### src/tcr_pkg.sv
// Purpose: Constants and carriers for the terminal control register bank.
// Assumes: 100 MHz clock, 32-bit classic Wishbone, byte addresses, registers four apart.
// Notes:   Summary of operation
// Summary of operation
// RL1: RT illegal and illegal-broadcast events gated by enables.
// RL2: Poll match needs enable bit and block bit.
// RL3: Retry-fail event gated by its enable bit.
// RL4: Message error event gated in all modes.
// RL5: Interrupt-and-continue event gated in BC and monitor.
// RL6: Register bits drive instrumentation, service, busy status.
// RL7: Busy mode sets busy and blocks transfers.
// RL8: Subsystem flag set; logged in message status.
// RL9: Bus control acceptance answers dynamic mode code.
// RL10: Terminal flag from register bit or self-test failure.
// RL11: Bit 8 reads controller/terminal select pin.
// RL12: Lock-out pin blocks address and mode writes; mode writes still load the mode register, only mode_sel_we_o is held low.
// RL13: Parity error flagged when address parity even.
// RL14: Address loaded from pins at reset, writable.
// RL15: Any self-test write runs 100 us test.
// RL16: Host writes soft reset before self-test start.
// RL17: Channel failures set word bits and fail pin.
// RL18: Terminal ignores bus commands during self-test.
// RL19: Soft reset pulses protocol reset under 1 us.
// RL20: Eight-bit time tag, 64 us tick, clear on write.
// RL21: Monitor active with bit 15 and mode bit zero.
// RL22: Host sets one monitor scope bit in monitor.
// RL23: Enabled standard interrupt sets status, drives irq low.
// RL24: Reserved bits read zero; triggers leave state alone.
`default_nettype none
package tcr_pkg;
  // -----------------------------------------------------------------
  // Register map
  // -----------------------------------------------------------------
  localparam logic [7:0] ADR_EVT_EN  = 8'h24;
  localparam logic [7:0] ADR_TADDR   = 8'h28;
  localparam logic [7:0] ADR_ST_GO   = 8'h2c;
  localparam logic [7:0] ADR_SRST    = 8'h30;
  localparam logic [7:0] ADR_TT_CLR  = 8'h34;
  localparam logic [7:0] ADR_MODE    = 8'h38;
  localparam logic [7:0] ADR_STATUS  = 8'h3c;
  localparam logic [7:0] ADR_ST_WORD = 8'h40;
  localparam logic [7:0] ADR_TTAG    = 8'h44;
  localparam logic [15:0] EVT_EN_MASK = 16'h003f;
  localparam logic [15:0] TADDR_WMASK = 16'hfe3f;
  localparam logic [15:0] MODE_WMASK  = 16'he000;
  localparam logic [15:0] RST_ZERO    = 16'h0000;
  // -----------------------------------------------------------------
  // Field positions
  // -----------------------------------------------------------------
  localparam int EV_ILL_BC = 5;
  localparam int EV_ILL    = 4;
  localparam int EV_POLL   = 3;
  localparam int EV_RETRY  = 2;
  localparam int EV_MSGERR = 1;
  localparam int EV_IAC    = 0;
  localparam int TA_INSTR  = 15;
  localparam int TA_BUSY   = 14;
  localparam int TA_SSF    = 13;
  localparam int TA_DBCA   = 12;
  localparam int TA_TFLAG  = 11;
  localparam int TA_SRQ    = 10;
  localparam int TA_BUSYM  = 9;
  localparam int TA_SEL    = 8;
  localparam int TA_LOCK   = 7;
  localparam int TA_PERR   = 6;
  localparam int TA_PAR    = 5;
  localparam int MD_MON    = 15;
  localparam int MD_ALL    = 14;
  localparam int MD_DECL   = 13;
  localparam int ST_CHA    = 14;
  localparam int ST_CHB    = 15;
  // -----------------------------------------------------------------
  // Timing
  // -----------------------------------------------------------------
  localparam int CLK_MHZ     = 100;
  localparam int ST_TIME_US  = 100;
  localparam int SRST_TIME_NS = 1000;
  localparam int TICK_US     = 64;
  localparam int ST_CYC      = ST_TIME_US * CLK_MHZ;
  localparam int SRST_CYC    = (SRST_TIME_NS * CLK_MHZ) / 1000 - 1;
  localparam int TICK_CYC    = TICK_US * CLK_MHZ;
  localparam logic [6:0] SRST_LEN = 7'(SRST_CYC);
  // -----------------------------------------------------------------
  // Carriers
  // -----------------------------------------------------------------
  typedef enum logic [1:0] {ST_IDLE, ST_RUN} tcr_st_t;
  typedef struct packed {
    logic ill_bcast;
    logic ill_cmd;
    logic poll_match;
    logic poll_blk_en;
    logic retry_fail;
    logic msg_err;
    logic iac_done;
    logic dbc_code;
  } tcr_evt_t;
  typedef struct packed {
    logic instr;
    logic busy;
    logic ssf;
    logic dbca;
    logic tflag;
    logic srq;
  } tcr_sw_t;
endpackage
`default_nettype wire

### src/tcr_regs.sv
// Purpose: Terminal control register bank on classic Wishbone.
// Assumes: Inputs synchronous to clk_i; self-test result from the codec.
// Notes:   Ack comes one cycle after the request is seen.
//
// Our own choices: the register addresses and register access over Wishbone.
`default_nettype none
module tcr_regs
  import tcr_pkg::*;
#(
  parameter int ST_CYCLES   = ST_CYC,
  parameter int TICK_CYCLES = TICK_CYC
)(
  input  wire logic        clk_i,
  input  wire logic        rst_i,
  input  wire logic        wb_cyc_i,
  input  wire logic        wb_stb_i,
  input  wire logic        wb_we_i,
  input  wire logic [7:0]  wb_adr_i,
  input  wire logic [3:0]  wb_sel_i,
  input  wire logic [31:0] wb_dat_i,
  output logic      [31:0] wb_dat_o,
  output logic             wb_ack_o,
  input  wire logic [4:0]  terminal_address_pins_i,
  input  wire logic        address_parity_pin_i,
  input  wire logic        controller_terminal_select_pin_i,
  input  wire logic        change_lockout_pin_i,
  input  wire logic        ctrl_mode_bc_i,
  input  wire logic        rt_mode_i,
  input  wire tcr_evt_t    evt_i,
  input  wire logic        st_done_i,
  input  wire logic        st_fail_a_i,
  input  wire logic        st_fail_b_i,
  input  wire logic        std_irq_clr_i,
  output logic             mode_sel_we_o,
  output logic             standard_irq_n_o,
  output logic             std_irq_status_o,
  output logic             self_test_fail_pin_o,
  output logic             self_test_busy_o,
  output logic             proto_reset_o,
  output logic             cmd_ignore_o,
  output logic             xfer_inhibit_o,
  output logic             msg_ssf_log_o,
  output tcr_sw_t          status_bits_o,
  output logic             monitor_active_o,
  output logic             monitor_all_o,
  output logic             monitor_declared_o,
  output logic [4:0]       term_addr_o,
  output logic [7:0]       time_tag_o
);
  // -----------------------------------------------------------------
  // State
  // -----------------------------------------------------------------
  typedef struct packed {
    logic [15:0] evt_en;
    logic [15:0] taddr;
    logic [15:0] mode;
    logic [1:0]  st_word;
    tcr_st_t     st;
    logic [13:0] st_cnt;
    logic [6:0]  srst_cnt;
    logic        srst;
    logic [12:0] tick_cnt;
    logic [7:0]  ttag;
    logic        irq;
    logic        ack;
    logic [31:0] rdat;
    logic        init;
    logic        mode_we;
  } tcr_state_t;

  tcr_state_t r;
  tcr_state_t next_r;
  logic       req;
  logic       wr;
  logic       hit;
  logic       std_evt;
  logic       rt_mon;
  logic [15:0] rd;

  assign req = wb_cyc_i && wb_stb_i && !r.ack;
  assign wr  = req && wb_we_i && wb_sel_i[0];

  // -----------------------------------------------------------------
  // Next state
  // -----------------------------------------------------------------
  always_comb
  begin
    next_r = r;
    rt_mon = !ctrl_mode_bc_i;
    std_evt =
      (rt_mode_i && r.evt_en[EV_ILL_BC] && evt_i.ill_bcast) || // RL1
      (rt_mode_i && r.evt_en[EV_ILL] && evt_i.ill_cmd) || // RL1
      (ctrl_mode_bc_i && r.evt_en[EV_POLL] && evt_i.poll_match &&
       evt_i.poll_blk_en) || // RL2
      (ctrl_mode_bc_i && r.evt_en[EV_RETRY] && evt_i.retry_fail) || // RL3
      (r.evt_en[EV_MSGERR] && evt_i.msg_err) || // RL4
      ((ctrl_mode_bc_i || (rt_mon && r.mode[MD_MON])) &&
       r.evt_en[EV_IAC] && evt_i.iac_done); // RL5
    // Set wins over the clear so no event is dropped.
    if (std_evt)
      next_r.irq = 1'b1; // RL23
    else if (std_irq_clr_i)
      next_r.irq = 1'b0;
    rd = RST_ZERO;
    hit = 1'b1;
    case (wb_adr_i)
      ADR_EVT_EN:  rd = r.evt_en & EVT_EN_MASK; // RL24
      ADR_TADDR:   rd = r.taddr;
      ADR_MODE:    rd = r.mode;
      ADR_STATUS:  rd = {15'h0000, r.st == ST_RUN};
      ADR_ST_WORD: rd = {r.st_word, 14'h0000};
      ADR_TTAG:    rd = {8'h00, r.ttag};
      ADR_ST_GO, ADR_SRST, ADR_TT_CLR: rd = RST_ZERO; // RL24
      default:     hit = 1'b0;
    endcase
    next_r.ack  = req;
    next_r.rdat = (hit && !wb_we_i) ? {16'h0000, rd} : 32'h00000000;
    next_r.mode_we = 1'b0;
    if (wr)
    begin
      case (wb_adr_i)
        ADR_EVT_EN: next_r.evt_en = wb_dat_i[15:0] & EVT_EN_MASK; // RL24
        ADR_TADDR:
        begin
          next_r.taddr[15:9] = wb_dat_i[15:9]; // RL6
          if (!change_lockout_pin_i)
            next_r.taddr[5:0] = wb_dat_i[5:0]; // RL14
          next_r.init = 1'b1; // RL12
        end
        ADR_MODE:
        begin
          next_r.mode = wb_dat_i[15:0] & MODE_WMASK; // RL21
          next_r.mode_we = !change_lockout_pin_i; // RL12
        end
        ADR_ST_GO:
        begin
          next_r.st = ST_RUN; // RL15
          next_r.st_cnt = '0;
          next_r.st_word = 2'b00;
        end
        ADR_SRST:
        begin
          next_r.srst = 1'b1; // RL19
          next_r.srst_cnt = '0;
        end
        ADR_TT_CLR:
        begin
          next_r.ttag = 8'h00; // RL20
          next_r.tick_cnt = '0;
        end
        default: ;
      endcase
    end
    // Address pins are caught on the first clock after reset release.
    if (!r.init)
    begin
      next_r.taddr[4:0]    = terminal_address_pins_i; // RL14
      next_r.taddr[TA_PAR] = address_parity_pin_i;
      next_r.init          = 1'b1;
    end
    next_r.taddr[TA_PERR] = ~^next_r.taddr[5:0]; // RL13
    next_r.taddr[TA_SEL]  = controller_terminal_select_pin_i; // RL11
    next_r.taddr[TA_LOCK] = change_lockout_pin_i; // RL12
    case (r.st)
      ST_RUN:
      begin
        if (!(wr && wb_adr_i == ADR_ST_GO))
          next_r.st_cnt = r.st_cnt + 14'h0001;
        if (st_fail_a_i)
          next_r.st_word[0] = 1'b1; // RL17
        if (st_fail_b_i)
          next_r.st_word[1] = 1'b1; // RL17
        if (st_done_i || r.st_cnt == 14'(ST_CYCLES - 1))
          next_r.st = ST_IDLE; // RL15
      end
      ST_IDLE: ;
      default: next_r.st = ST_IDLE;
    endcase
    if (r.srst && !(wr && wb_adr_i == ADR_SRST))
    begin
      next_r.srst_cnt = r.srst_cnt + 7'h01;
      if (r.srst_cnt == SRST_LEN - 7'h01)
        next_r.srst = 1'b0; // RL19
    end
    if (!(wr && wb_adr_i == ADR_TT_CLR))
    begin
      if (r.tick_cnt == 13'(TICK_CYCLES - 1))
      begin
        next_r.tick_cnt = '0;
        next_r.ttag = r.ttag + 8'h01; // RL20
      end
      else
        next_r.tick_cnt = r.tick_cnt + 13'h0001;
    end
  end

  always_ff @(posedge clk_i)
  begin
    if (rst_i)
    begin
      r <= '0;
      r.st <= ST_IDLE;
    end
    else
      r <= next_r;
  end

  // -----------------------------------------------------------------
  // Outputs
  // -----------------------------------------------------------------
  logic [1:0]  fail_q;
  tcr_sw_t     sw_q;
  logic [10:0] misc_q;
  logic [7:0]  tt_q;
  logic [4:0]  ta_q;

  always_ff @(posedge clk_i)
  begin
    if (rst_i)
    begin
      fail_q <= 2'b00;
      sw_q   <= '0;
      misc_q <= '0;
      tt_q   <= 8'h00;
      ta_q   <= 5'h00;
    end
    else
    begin
      fail_q <= {|next_r.st_word, 1'b0}; // RL17
      sw_q.instr <= next_r.taddr[TA_INSTR]; // RL6
      sw_q.busy  <= next_r.taddr[TA_BUSY] || next_r.taddr[TA_BUSYM]; // RL7
      sw_q.ssf   <= next_r.taddr[TA_SSF]; // RL8
      sw_q.dbca  <= next_r.taddr[TA_DBCA] && evt_i.dbc_code; // RL9
      sw_q.tflag <= next_r.taddr[TA_TFLAG] || |next_r.st_word; // RL10
      sw_q.srq   <= next_r.taddr[TA_SRQ]; // RL6
      misc_q[0] <= next_r.st == ST_RUN;
      misc_q[1] <= next_r.srst; // RL19
      misc_q[2] <= rt_mode_i && next_r.st == ST_RUN; // RL18
      misc_q[3] <= next_r.taddr[TA_BUSYM]; // RL7
      misc_q[4] <= rt_mode_i && next_r.taddr[TA_SSF]; // RL8
      misc_q[5] <= next_r.mode[MD_MON] && !ctrl_mode_bc_i; // RL21
      misc_q[6] <= next_r.mode[MD_ALL]; // RL22
      misc_q[7] <= next_r.mode[MD_DECL]; // RL22
      misc_q[8] <= next_r.irq; // RL23
      misc_q[9] <= next_r.mode_we;
      misc_q[10] <= 1'b0;
      tt_q <= next_r.ttag;
      ta_q <= next_r.taddr[4:0];
    end
  end

  assign wb_dat_o             = r.rdat;
  assign wb_ack_o             = r.ack;
  assign self_test_fail_pin_o = fail_q[1];
  assign status_bits_o        = sw_q;
  assign self_test_busy_o     = misc_q[0];
  assign proto_reset_o        = misc_q[1];
  assign cmd_ignore_o         = misc_q[2];
  assign xfer_inhibit_o       = misc_q[3];
  assign msg_ssf_log_o        = misc_q[4];
  assign monitor_active_o     = misc_q[5];
  assign monitor_all_o        = misc_q[6];
  assign monitor_declared_o   = misc_q[7];
  assign std_irq_status_o     = misc_q[8];
  assign standard_irq_n_o     = !misc_q[8];
  assign mode_sel_we_o        = misc_q[9];
  assign time_tag_o           = tt_q;
  assign term_addr_o          = ta_q;
endmodule
`default_nettype wire

### config.mk
export PLATFORM = sky130hd
export DESIGN_NAME = tcr_regs
export DESIGN_NICKNAME = d
export VERILOG_FILES = /design/src/tcr_pkg.sv /design/src/tcr_regs.sv
export SDC_FILE = /design/constraint.sdc
export NUM_CORES = 1
export LEC_CHECK = 0
export ABC_AREA = 1
export BUFFER_PORTS_ARGS = -buffer_cell sky130_fd_sc_hd__buf_2
export CORE_ASPECT_RATIO = 0.7
export CORE_MARGIN = 2
export CORE_UTILIZATION = 35
export CTS_BUF_LIST = sky130_fd_sc_hd__clkbuf_8
export CTS_CLUSTER_SIZE = 24
export DETAILED_ROUTE_END_ITERATION = 8
export HOLD_SLACK_MARGIN = 0.08
export PLACE_DENSITY = 0.65
export SKIP_LAST_GASP = 1
export SLEW_MARGIN = 20
export SYNTH_ARGS = -nofsm -noshare
export SYNTH_HDL_FRONTEND = slang
export SYNTH_SLANG_ARGS = --single-unit
### constraint.sdc
create_clock -name clk_i -period 2.05 [get_ports clk_i]
set_input_delay 0.615 -clock clk_i [delete_from_list [all_inputs] [get_ports clk_i]]
set_output_delay 0.615 -clock clk_i [all_outputs]
set_load 0.01 [all_outputs]
==> impl_metrics.json, run 1 <==
{
  "diodes": 0,
  "clkPwrFrac_pct": 35.9,
  "cp.arrival_ps": 2220,
  "crit_chain": "ha_4 -> nand3_4 -> nor3_4 -> nand3_2 -> nor2_4 -> nand3_2 -> nor2_2 -> nand3_2 -> nor2_2 -> nand2_1 -> nor3b_2",
  "hold_violations": 0,
  "dieArea_mm2": 0.0141,
  "io_buffers": 96,
  "ys_ff_latch": 100,
  "htree_levels": 3,
  "gr-total-overflow": 0,
  "drc": 0,
  "routed_via_density": 4.54,
  "ff2ff_path_depth": 11,
  "hold_buffers": 0,
  "place_hpwl_um": 8630,
  "finClkSkew_ps": 7.46,
  "dpl_worst_slack_ps": -199,
  "worstSetupPathType": "flop to flop",
  "vias": 4118,
  "reg2reg_slack_ps": 110,
  "whs_path_depth": 2,
  "setup-tns-final_ps": 0,
  "drive_gt1_share_pct": 28.2,
  "clk_pin_slew_worst_paths_ps": 90,
  "die_x_um": 141,
  "synth_cells": 614,
  "pin_count": 135,
  "areaGrowthSynthToFinish_pct": 22.0,
  "critical-path-max-stage-delay_ps": 370,
  "wl_per_cell_um": 12.3,
  "grt_max_degree": 17,
  "syn_avg_cell_area_um2": 7.49,
  "grt_pass1_wl_um": 18100,
  "fin_nets": 815,
  "dieHeight_um": 99.9,
  "start_util_pct": 35.4,
  "drt_wl_total_um": 11200,
  "cp_common_cell": "nand3_2",
  "p_sw_share_pct": 24.2,
  "slew_violations": 0,
  "gp_congestion": 0.809,
  "cap_violations": 0,
  "power.internal_mw": 2.67,
  "ys_warn_count": 0,
  "drt_iter0_drc": 233,
  "min_from": "r[107]$_SDFF_PP0_",
  "vdd_drop_max_mv": 0.272,
  "period_share_pct": 94.6,
  "crit_fanout": 4,
  "synthDistinctLibCells": 45,
  "power_density_mw_per_mm2": 628,
  "cellLeakagePower_nw": 2.47,
  "slowest_stage": "dfxtp_2",
  "grt_pass1_vias": 3660,
  "startpoint_type": "flop",
  "grt_antenna_before_repair": 0,
  "cts_made_buffers": 9,
  "crit_family": "simple AND/OR/NAND/NOR gates",
  "finalCriticalPeriod_ps": 1940,
  "clock_sinks": 100,
  "r2r-end": "time_tag_o[7]$_SDFF_PP0_",
  "worst_slack_ps": 110,
  "ant_nets": 0,
  "status": "complete, no violations",
  "crit_buf_inv": 0,
  "p_switching_mw": 0.854,
  "firstDrtPassIters": 4,
  "insertion_delay_ps": 370,
  "min_delay_worst_endpoint": "wb_dat_o[8]$_SDFF_PP0_",
  "r2r_start": "r[44]$_SDFFE_PP0P_",
  "endpoint_kind": "flop",
  "ys.flop_type": "dfxtp_1",
  "cts_root_buffer": "clkbuf_8",
  "core_area_mm2": 0.0130,
  "rows": 35,
  "setup_viol": 0,
  "synth_edf_count": 0,
  "grt.total_usage_pct": 16.2,
  "p_seq_share_pct": 56.3,
  "cp.required_ps": 2330,
  "max_freq_ghz": 0.515,
  "power_frac_comb_pct": 7.8,
  "async_reset_ff_share_pct": 0,
  "clk_path_buf_depth": 2,
  "cts_tree": "yes",
  "synth_seq_area_share_pct": 43.5,
  "synthesis.area_mm2": 0.00460,
  "min_path_type": "flop to flop"
}
## cell usage after synthesis, types with 2 or more instances
| cell type | instances | area (um^2) |
|---|---|---|
| and3_1 | 3 | 18.8 |
| a21oi_1 | 33 | 165 |
| a21boi_0 | 2 | 15.0 |
| nand4_1 | 6 | 37.5 |
| inv_1 | 53 | 199 |
| nand2_1 | 108 | 405 |
| nand2_2 | 4 | 25.0 |
| inv_2 | 14 | 52.6 |
| nor4_1 | 3 | 18.8 |
| nor2_2 | 8 | 50.1 |
| o21ai_1 | 6 | 30.0 |
| dfxtp_1 | 100 | 2000 |
| o21a_1 | 2 | 15.0 |
| o21bai_1 | 2 | 15.0 |
| ha_1 | 5 | 62.6 |
| nand3b_1 | 2 | 15.0 |
| buf_4 | 48 | 360 |
| o22ai_1 | 3 | 18.8 |
| a41oi_1 | 2 | 17.5 |
| a31oi_1 | 8 | 50.1 |
| xnor2_1 | 2 | 17.5 |
| clkbuf_1 | 6 | 22.5 |
| nand3_2 | 4 | 40.0 |
| nor3_1 | 19 | 95.1 |
| nand3_1 | 24 | 120 |
| xor2_1 | 11 | 96.3 |
| o21ai_0 | 21 | 105 |
| nor2_4 | 3 | 33.8 |
| nor3b_1 | 2 | 15.0 |
| nor2_1 | 95 | 357 |
## state kept, by name, indices dropped and copies added, names as in the netlist
register,flops
fail_q,1
wb_ack_o,1
wb_dat_o,16
misc_q,6
r,65
status_bits_o,3
time_tag_o,8
## timing repair
action | CTS | global route
gates resized for setup | 0 | 6
setup endpoints to repair | 0 | 2
buffers inserted | 0 | 5
## routing by layer
layer	GRT usage [%]	vias to the layer above	share of wire, %
met5	0	-	0
met4	4.77	0	1.1
met3	4.25	12	5.8
met2	23.2	108	41
met1	23.9	1836	52
li1	-	2162	-
## tightest hold or removal path, stage by stage, from the launching register on
cell and delay [ps]:
dfxtp_1 310, nand2_1 50, nor2_1 30
## through the flow
stage / area, um^2 / hold WS [ps] / utilization, % / total power [mW] / std cells
floorplan: 4660 / 410 / - / 2.18 / 630
global placement: 5360 / 411 / 41.2 / 2.29 / 889
detailed placement: 5360 / 413 / 41.2 / 2.29 / 889
CTS: 5550 / 407 / 42.7 / 3.54 / 903
global route: 5620 / 443 / 43.2 / 3.67 / 908
finish: 5620 / 424 / 43.2 / 3.52 / 908
## cell type report
cell class | count | area (um^2)
multi-input cells | 406 | 2030
inverters | 68 | 255
clock buffers | 10 | 138
flip-flops and latches | 100 | 2000
well taps | 166 | 208
fillers | 1330 | 7390
clock inverters | 4 | 51.3
repair buffers | 154 | 928
## power groups by stage
stage	registers (mW)	clock network, mW	logic (mW)
5_1_grt	1.99	1.37	0.311
3_5_place_dp	2.03	0	0.268
2_1_floorplan	2.02	0	0.164
3_3_place_gp	2.03	0	0.266
4_1_cts	1.98	1.29	0.270
6_report	1.98	1.27	0.275
## how the worst max path moves through the flow
| stage | to | depth (start not counted) | start |
|---|---|---|---|
| floorplan | r[105]$_SDFF_PP0_ | 13 | wb_adr_i[6] |
| global placement | wb_dat_o[3]$_SDFF_PP0_ | 11 | wb_adr_i[6] |
| detailed placement | wb_dat_o[3]$_SDFF_PP0_ | 11 | wb_adr_i[6] |
| CTS | time_tag_o[7]$_SDFF_PP0_ | 11 | r[44]$_SDFFE_PP0P_ |
| global route | time_tag_o[7]$_SDFF_PP0_ | 11 | r[44]$_SDFFE_PP0P_ |
| finish | time_tag_o[7]$_SDFF_PP0_ | 11 | r[44]$_SDFFE_PP0P_ |
## cell families after synthesis
kind of cell / synth area share, %
simple gates: 27.7
fa+ha+maj: 1.36
buf+inv: 14.2
flops: 43.5
other cells: 0.0815
compound gates: 10.7
xor+xnor: 2.47
## layout by cell type (no fill, tap or decap), types with 10 or more instances in the layout
cell	instances
nand2_1	108
a21oi_1	33
clkbuf_8	10
xor2_1	11
conb_1	17
inv_1	53
dfxtp_1	98
buf_2	96
buf_4	57
nor2_1	95
nand3_1	23
o21ai_0	21
nor3_1	19
inv_2	14
Power figures use the tool's default switching activity.
==> inputs of run 2 (changes only) <==
- CTS_BUF_LIST: sky130_fd_sc_hd__clkbuf_8 -> default
==> run 2 against run 1 <==
Effect of this change:
- clock skew decreased by 1.8 ps
- setup slack got worse by 6.1 ps
- die area unchanged
- register-to-register slack about the same
- flip-flop and latch count unchanged
- via count about the same
==> impl_metrics.json, run 2 (same netlist as run 1, synthesis figures left out) <==
{
  "status": "complete, no violations",
  "endpoint_kind": "flop",
  "multi_input_area_mm2": 0.00205,
  "hold_buffers": 0,
  "total_power_mw": 3.95,
  "min_from": "r[107]$_SDFF_PP0_",
  "htree_levels": 3,
  "vias": 4115,
  "finClkSkew_ps": 5.63,
  "grt_pass1_vias": 3694,
  "areaGrowthSynthToFinish_pct": 24.7,
  "crit_fanout": 4,
  "crit_family": "simple AND/OR/NAND/NOR gates",
  "slowest_stage": "dfxtp_2",
  "r2r_start": "r[45]$_SDFFE_PP0P_",
  "final_cell_mix": "nand2_1, dfxtp_1, buf_2",
  "clock_sinks": 100,
  "cts_root_buffer": "clkbuf_16",
  "drive_gt1_share_pct": 28.4,
  "cellLeakagePower_nw": 2.52,
  "hold_violations": 0,
  "gr-total-overflow": 0,
  "startpoint": "r[45]$_SDFFE_PP0P_",
  "startpoint_type": "flop",
  "cts_tree": "yes",
  "finalCriticalPeriod_ps": 1950,
  "pin_count": 135,
  "gp_congestion": 0.809,
  "min_path_type": "flop to flop",
  "io_buffers": 96,
  "firstDrtPassIters": 4,
  "clk_path_buf_depth": 2,
  "place_hpwl_um": 8630,
  "cp.arrival_ps": 2190,
  "routed_via_density": 4.53,
  "period_share_pct": 94.9,
  "max_freq_ghz": 0.514,
  "cp.required_ps": 2290,
  "final_common_cell": "nand2_1",
  "largest_register_ffs": 65,
  "worstSetupPathType": "flop to flop",
  "clk_pin_slew_worst_paths_ps": 70,
  "wl_per_cell_um": 12.4,
  "worst_slack_ps": 104,
  "grt_pass1_wl_um": 18200,
  "setup_viol": 0,
  "grt.total_usage_pct": 16.4,
  "vdd_drop_max_mv": 0.352,
  "insertion_delay_ps": 340,
  "crit_chain": "ha_4 -> nand3_4 -> nor3_4 -> nand3_2 -> nor2_4 -> nand3_2 -> nor2_2 -> nand3_2 -> nor2_2 -> nand2_1 -> nor3b_2",
  "start_util_pct": 35.4,
  "cap_violations": 0,
  "drt_wl_total_um": 11200,
  "setup-tns-final_ps": 0,
  "die_x_um": 141,
  "rsz0062_at_grt": "no",
  "slew_violations": 0,
  "drt_iter0_drc": 219,
  "grt_antenna_before_repair": 0,
  "power_density_mw_per_mm2": 688,
  "register_area_mm2": 0.00200,
  "dieHeight_um": 99.9,
  "grt_max_degree": 17,
  "core_area_mm2": 0.0130,
  "critical-path-max-stage-delay_ps": 350,
  "rows": 35,
  "drc": 0,
  "cp_common_cell": "nand3_2",
  "cts_made_buffers": 9,
  "crit_buf_inv": 0,
  "dpl_worst_slack_ps": -199,
  "ant_nets": 0,
  "largest-register": "r",
  "fillers": 1315,
  "dieArea_mm2": 0.0141,
  "finalCoreUtilization_pct": 44.1,
  "diodes": 0,
  "fin_nets": 815
}
## run 2: cell counts in the layout (fill, tap and decap cells not counted)
Identical to the previous run, type by type.
## run 2: what timing repair did
| item | in CTS | in global routing |
|---|---|---|
| hold endpoints to repair | 0 | 0 |
| buffers inserted | 0 | 5 |
| endpoints found under the setup margin | 0 | 3 |
| resized for setup | 0 | 12 |
## run 2: per-layer routing
metal  part of all wire [%]  up-vias  wire (um)  global-route usage, %
met5                      0        -          0                      0
met1                     52     1838       5880                   24.0
met3                    4.9       15        548                   4.20
li1                       -     2171          -                      -
met2                     42       91       4690                   23.5
met4                    1.1        0        123                   5.15
## run 2: final timing paths
path                              endpoint  slack [ps]  cells past startpoint
setup / recovery  time_tag_o[7]$_SDFF_PP0_         100                     11
hold / removal      wb_dat_o[8]$_SDFF_PP0_         420                      2
setup reg to reg  time_tag_o[7]$_SDFF_PP0_         100                     11
hold reg to reg     wb_dat_o[8]$_SDFF_PP0_         420                      2
## run 2: final cells by class
class	instances	area share [%]
clock inverter	4	0.894
timing repair buffer	154	16.2
clock buffer	10	4.16
multi-input combinational	406	35.7
sequential	100	34.9
inverter	68	4.45
tap	166	3.62
## run 2: power breakdown
| part | leakage [nW] | total [mW] | switching, mW | internal, mW |
|---|---|---|---|---|
| combinational | 1.57 | 0.278 | 0.156 | 0.122 |
| sequential | 0.809 | 1.99 | 0.0214 | 1.96 |
| clock | 0.140 | 1.69 | 0.723 | 0.966 |
| total | 2.52 | 3.95 | 0.900 | 3.05 |
## run 2: tightest hold or removal path: stages, from the launching register on
cell and delay, ps:
dfxtp_1 300, nand2_1 50, nor2_1 30
## run 2: metrics by stage
| stage | hold WS [ps] | instance area, um^2 | instances |
|---|---|---|---|
| 3_3_place_gp | 411 | 5360 | 889 |
| 6_report | 421 | 5740 | 908 |
| 2_1_floorplan | 410 | 4660 | 630 |
| 3_5_place_dp | 413 | 5360 | 889 |
| 5_1_grt | 441 | 5740 | 908 |
| 4_1_cts | 421 | 5650 | 903 |
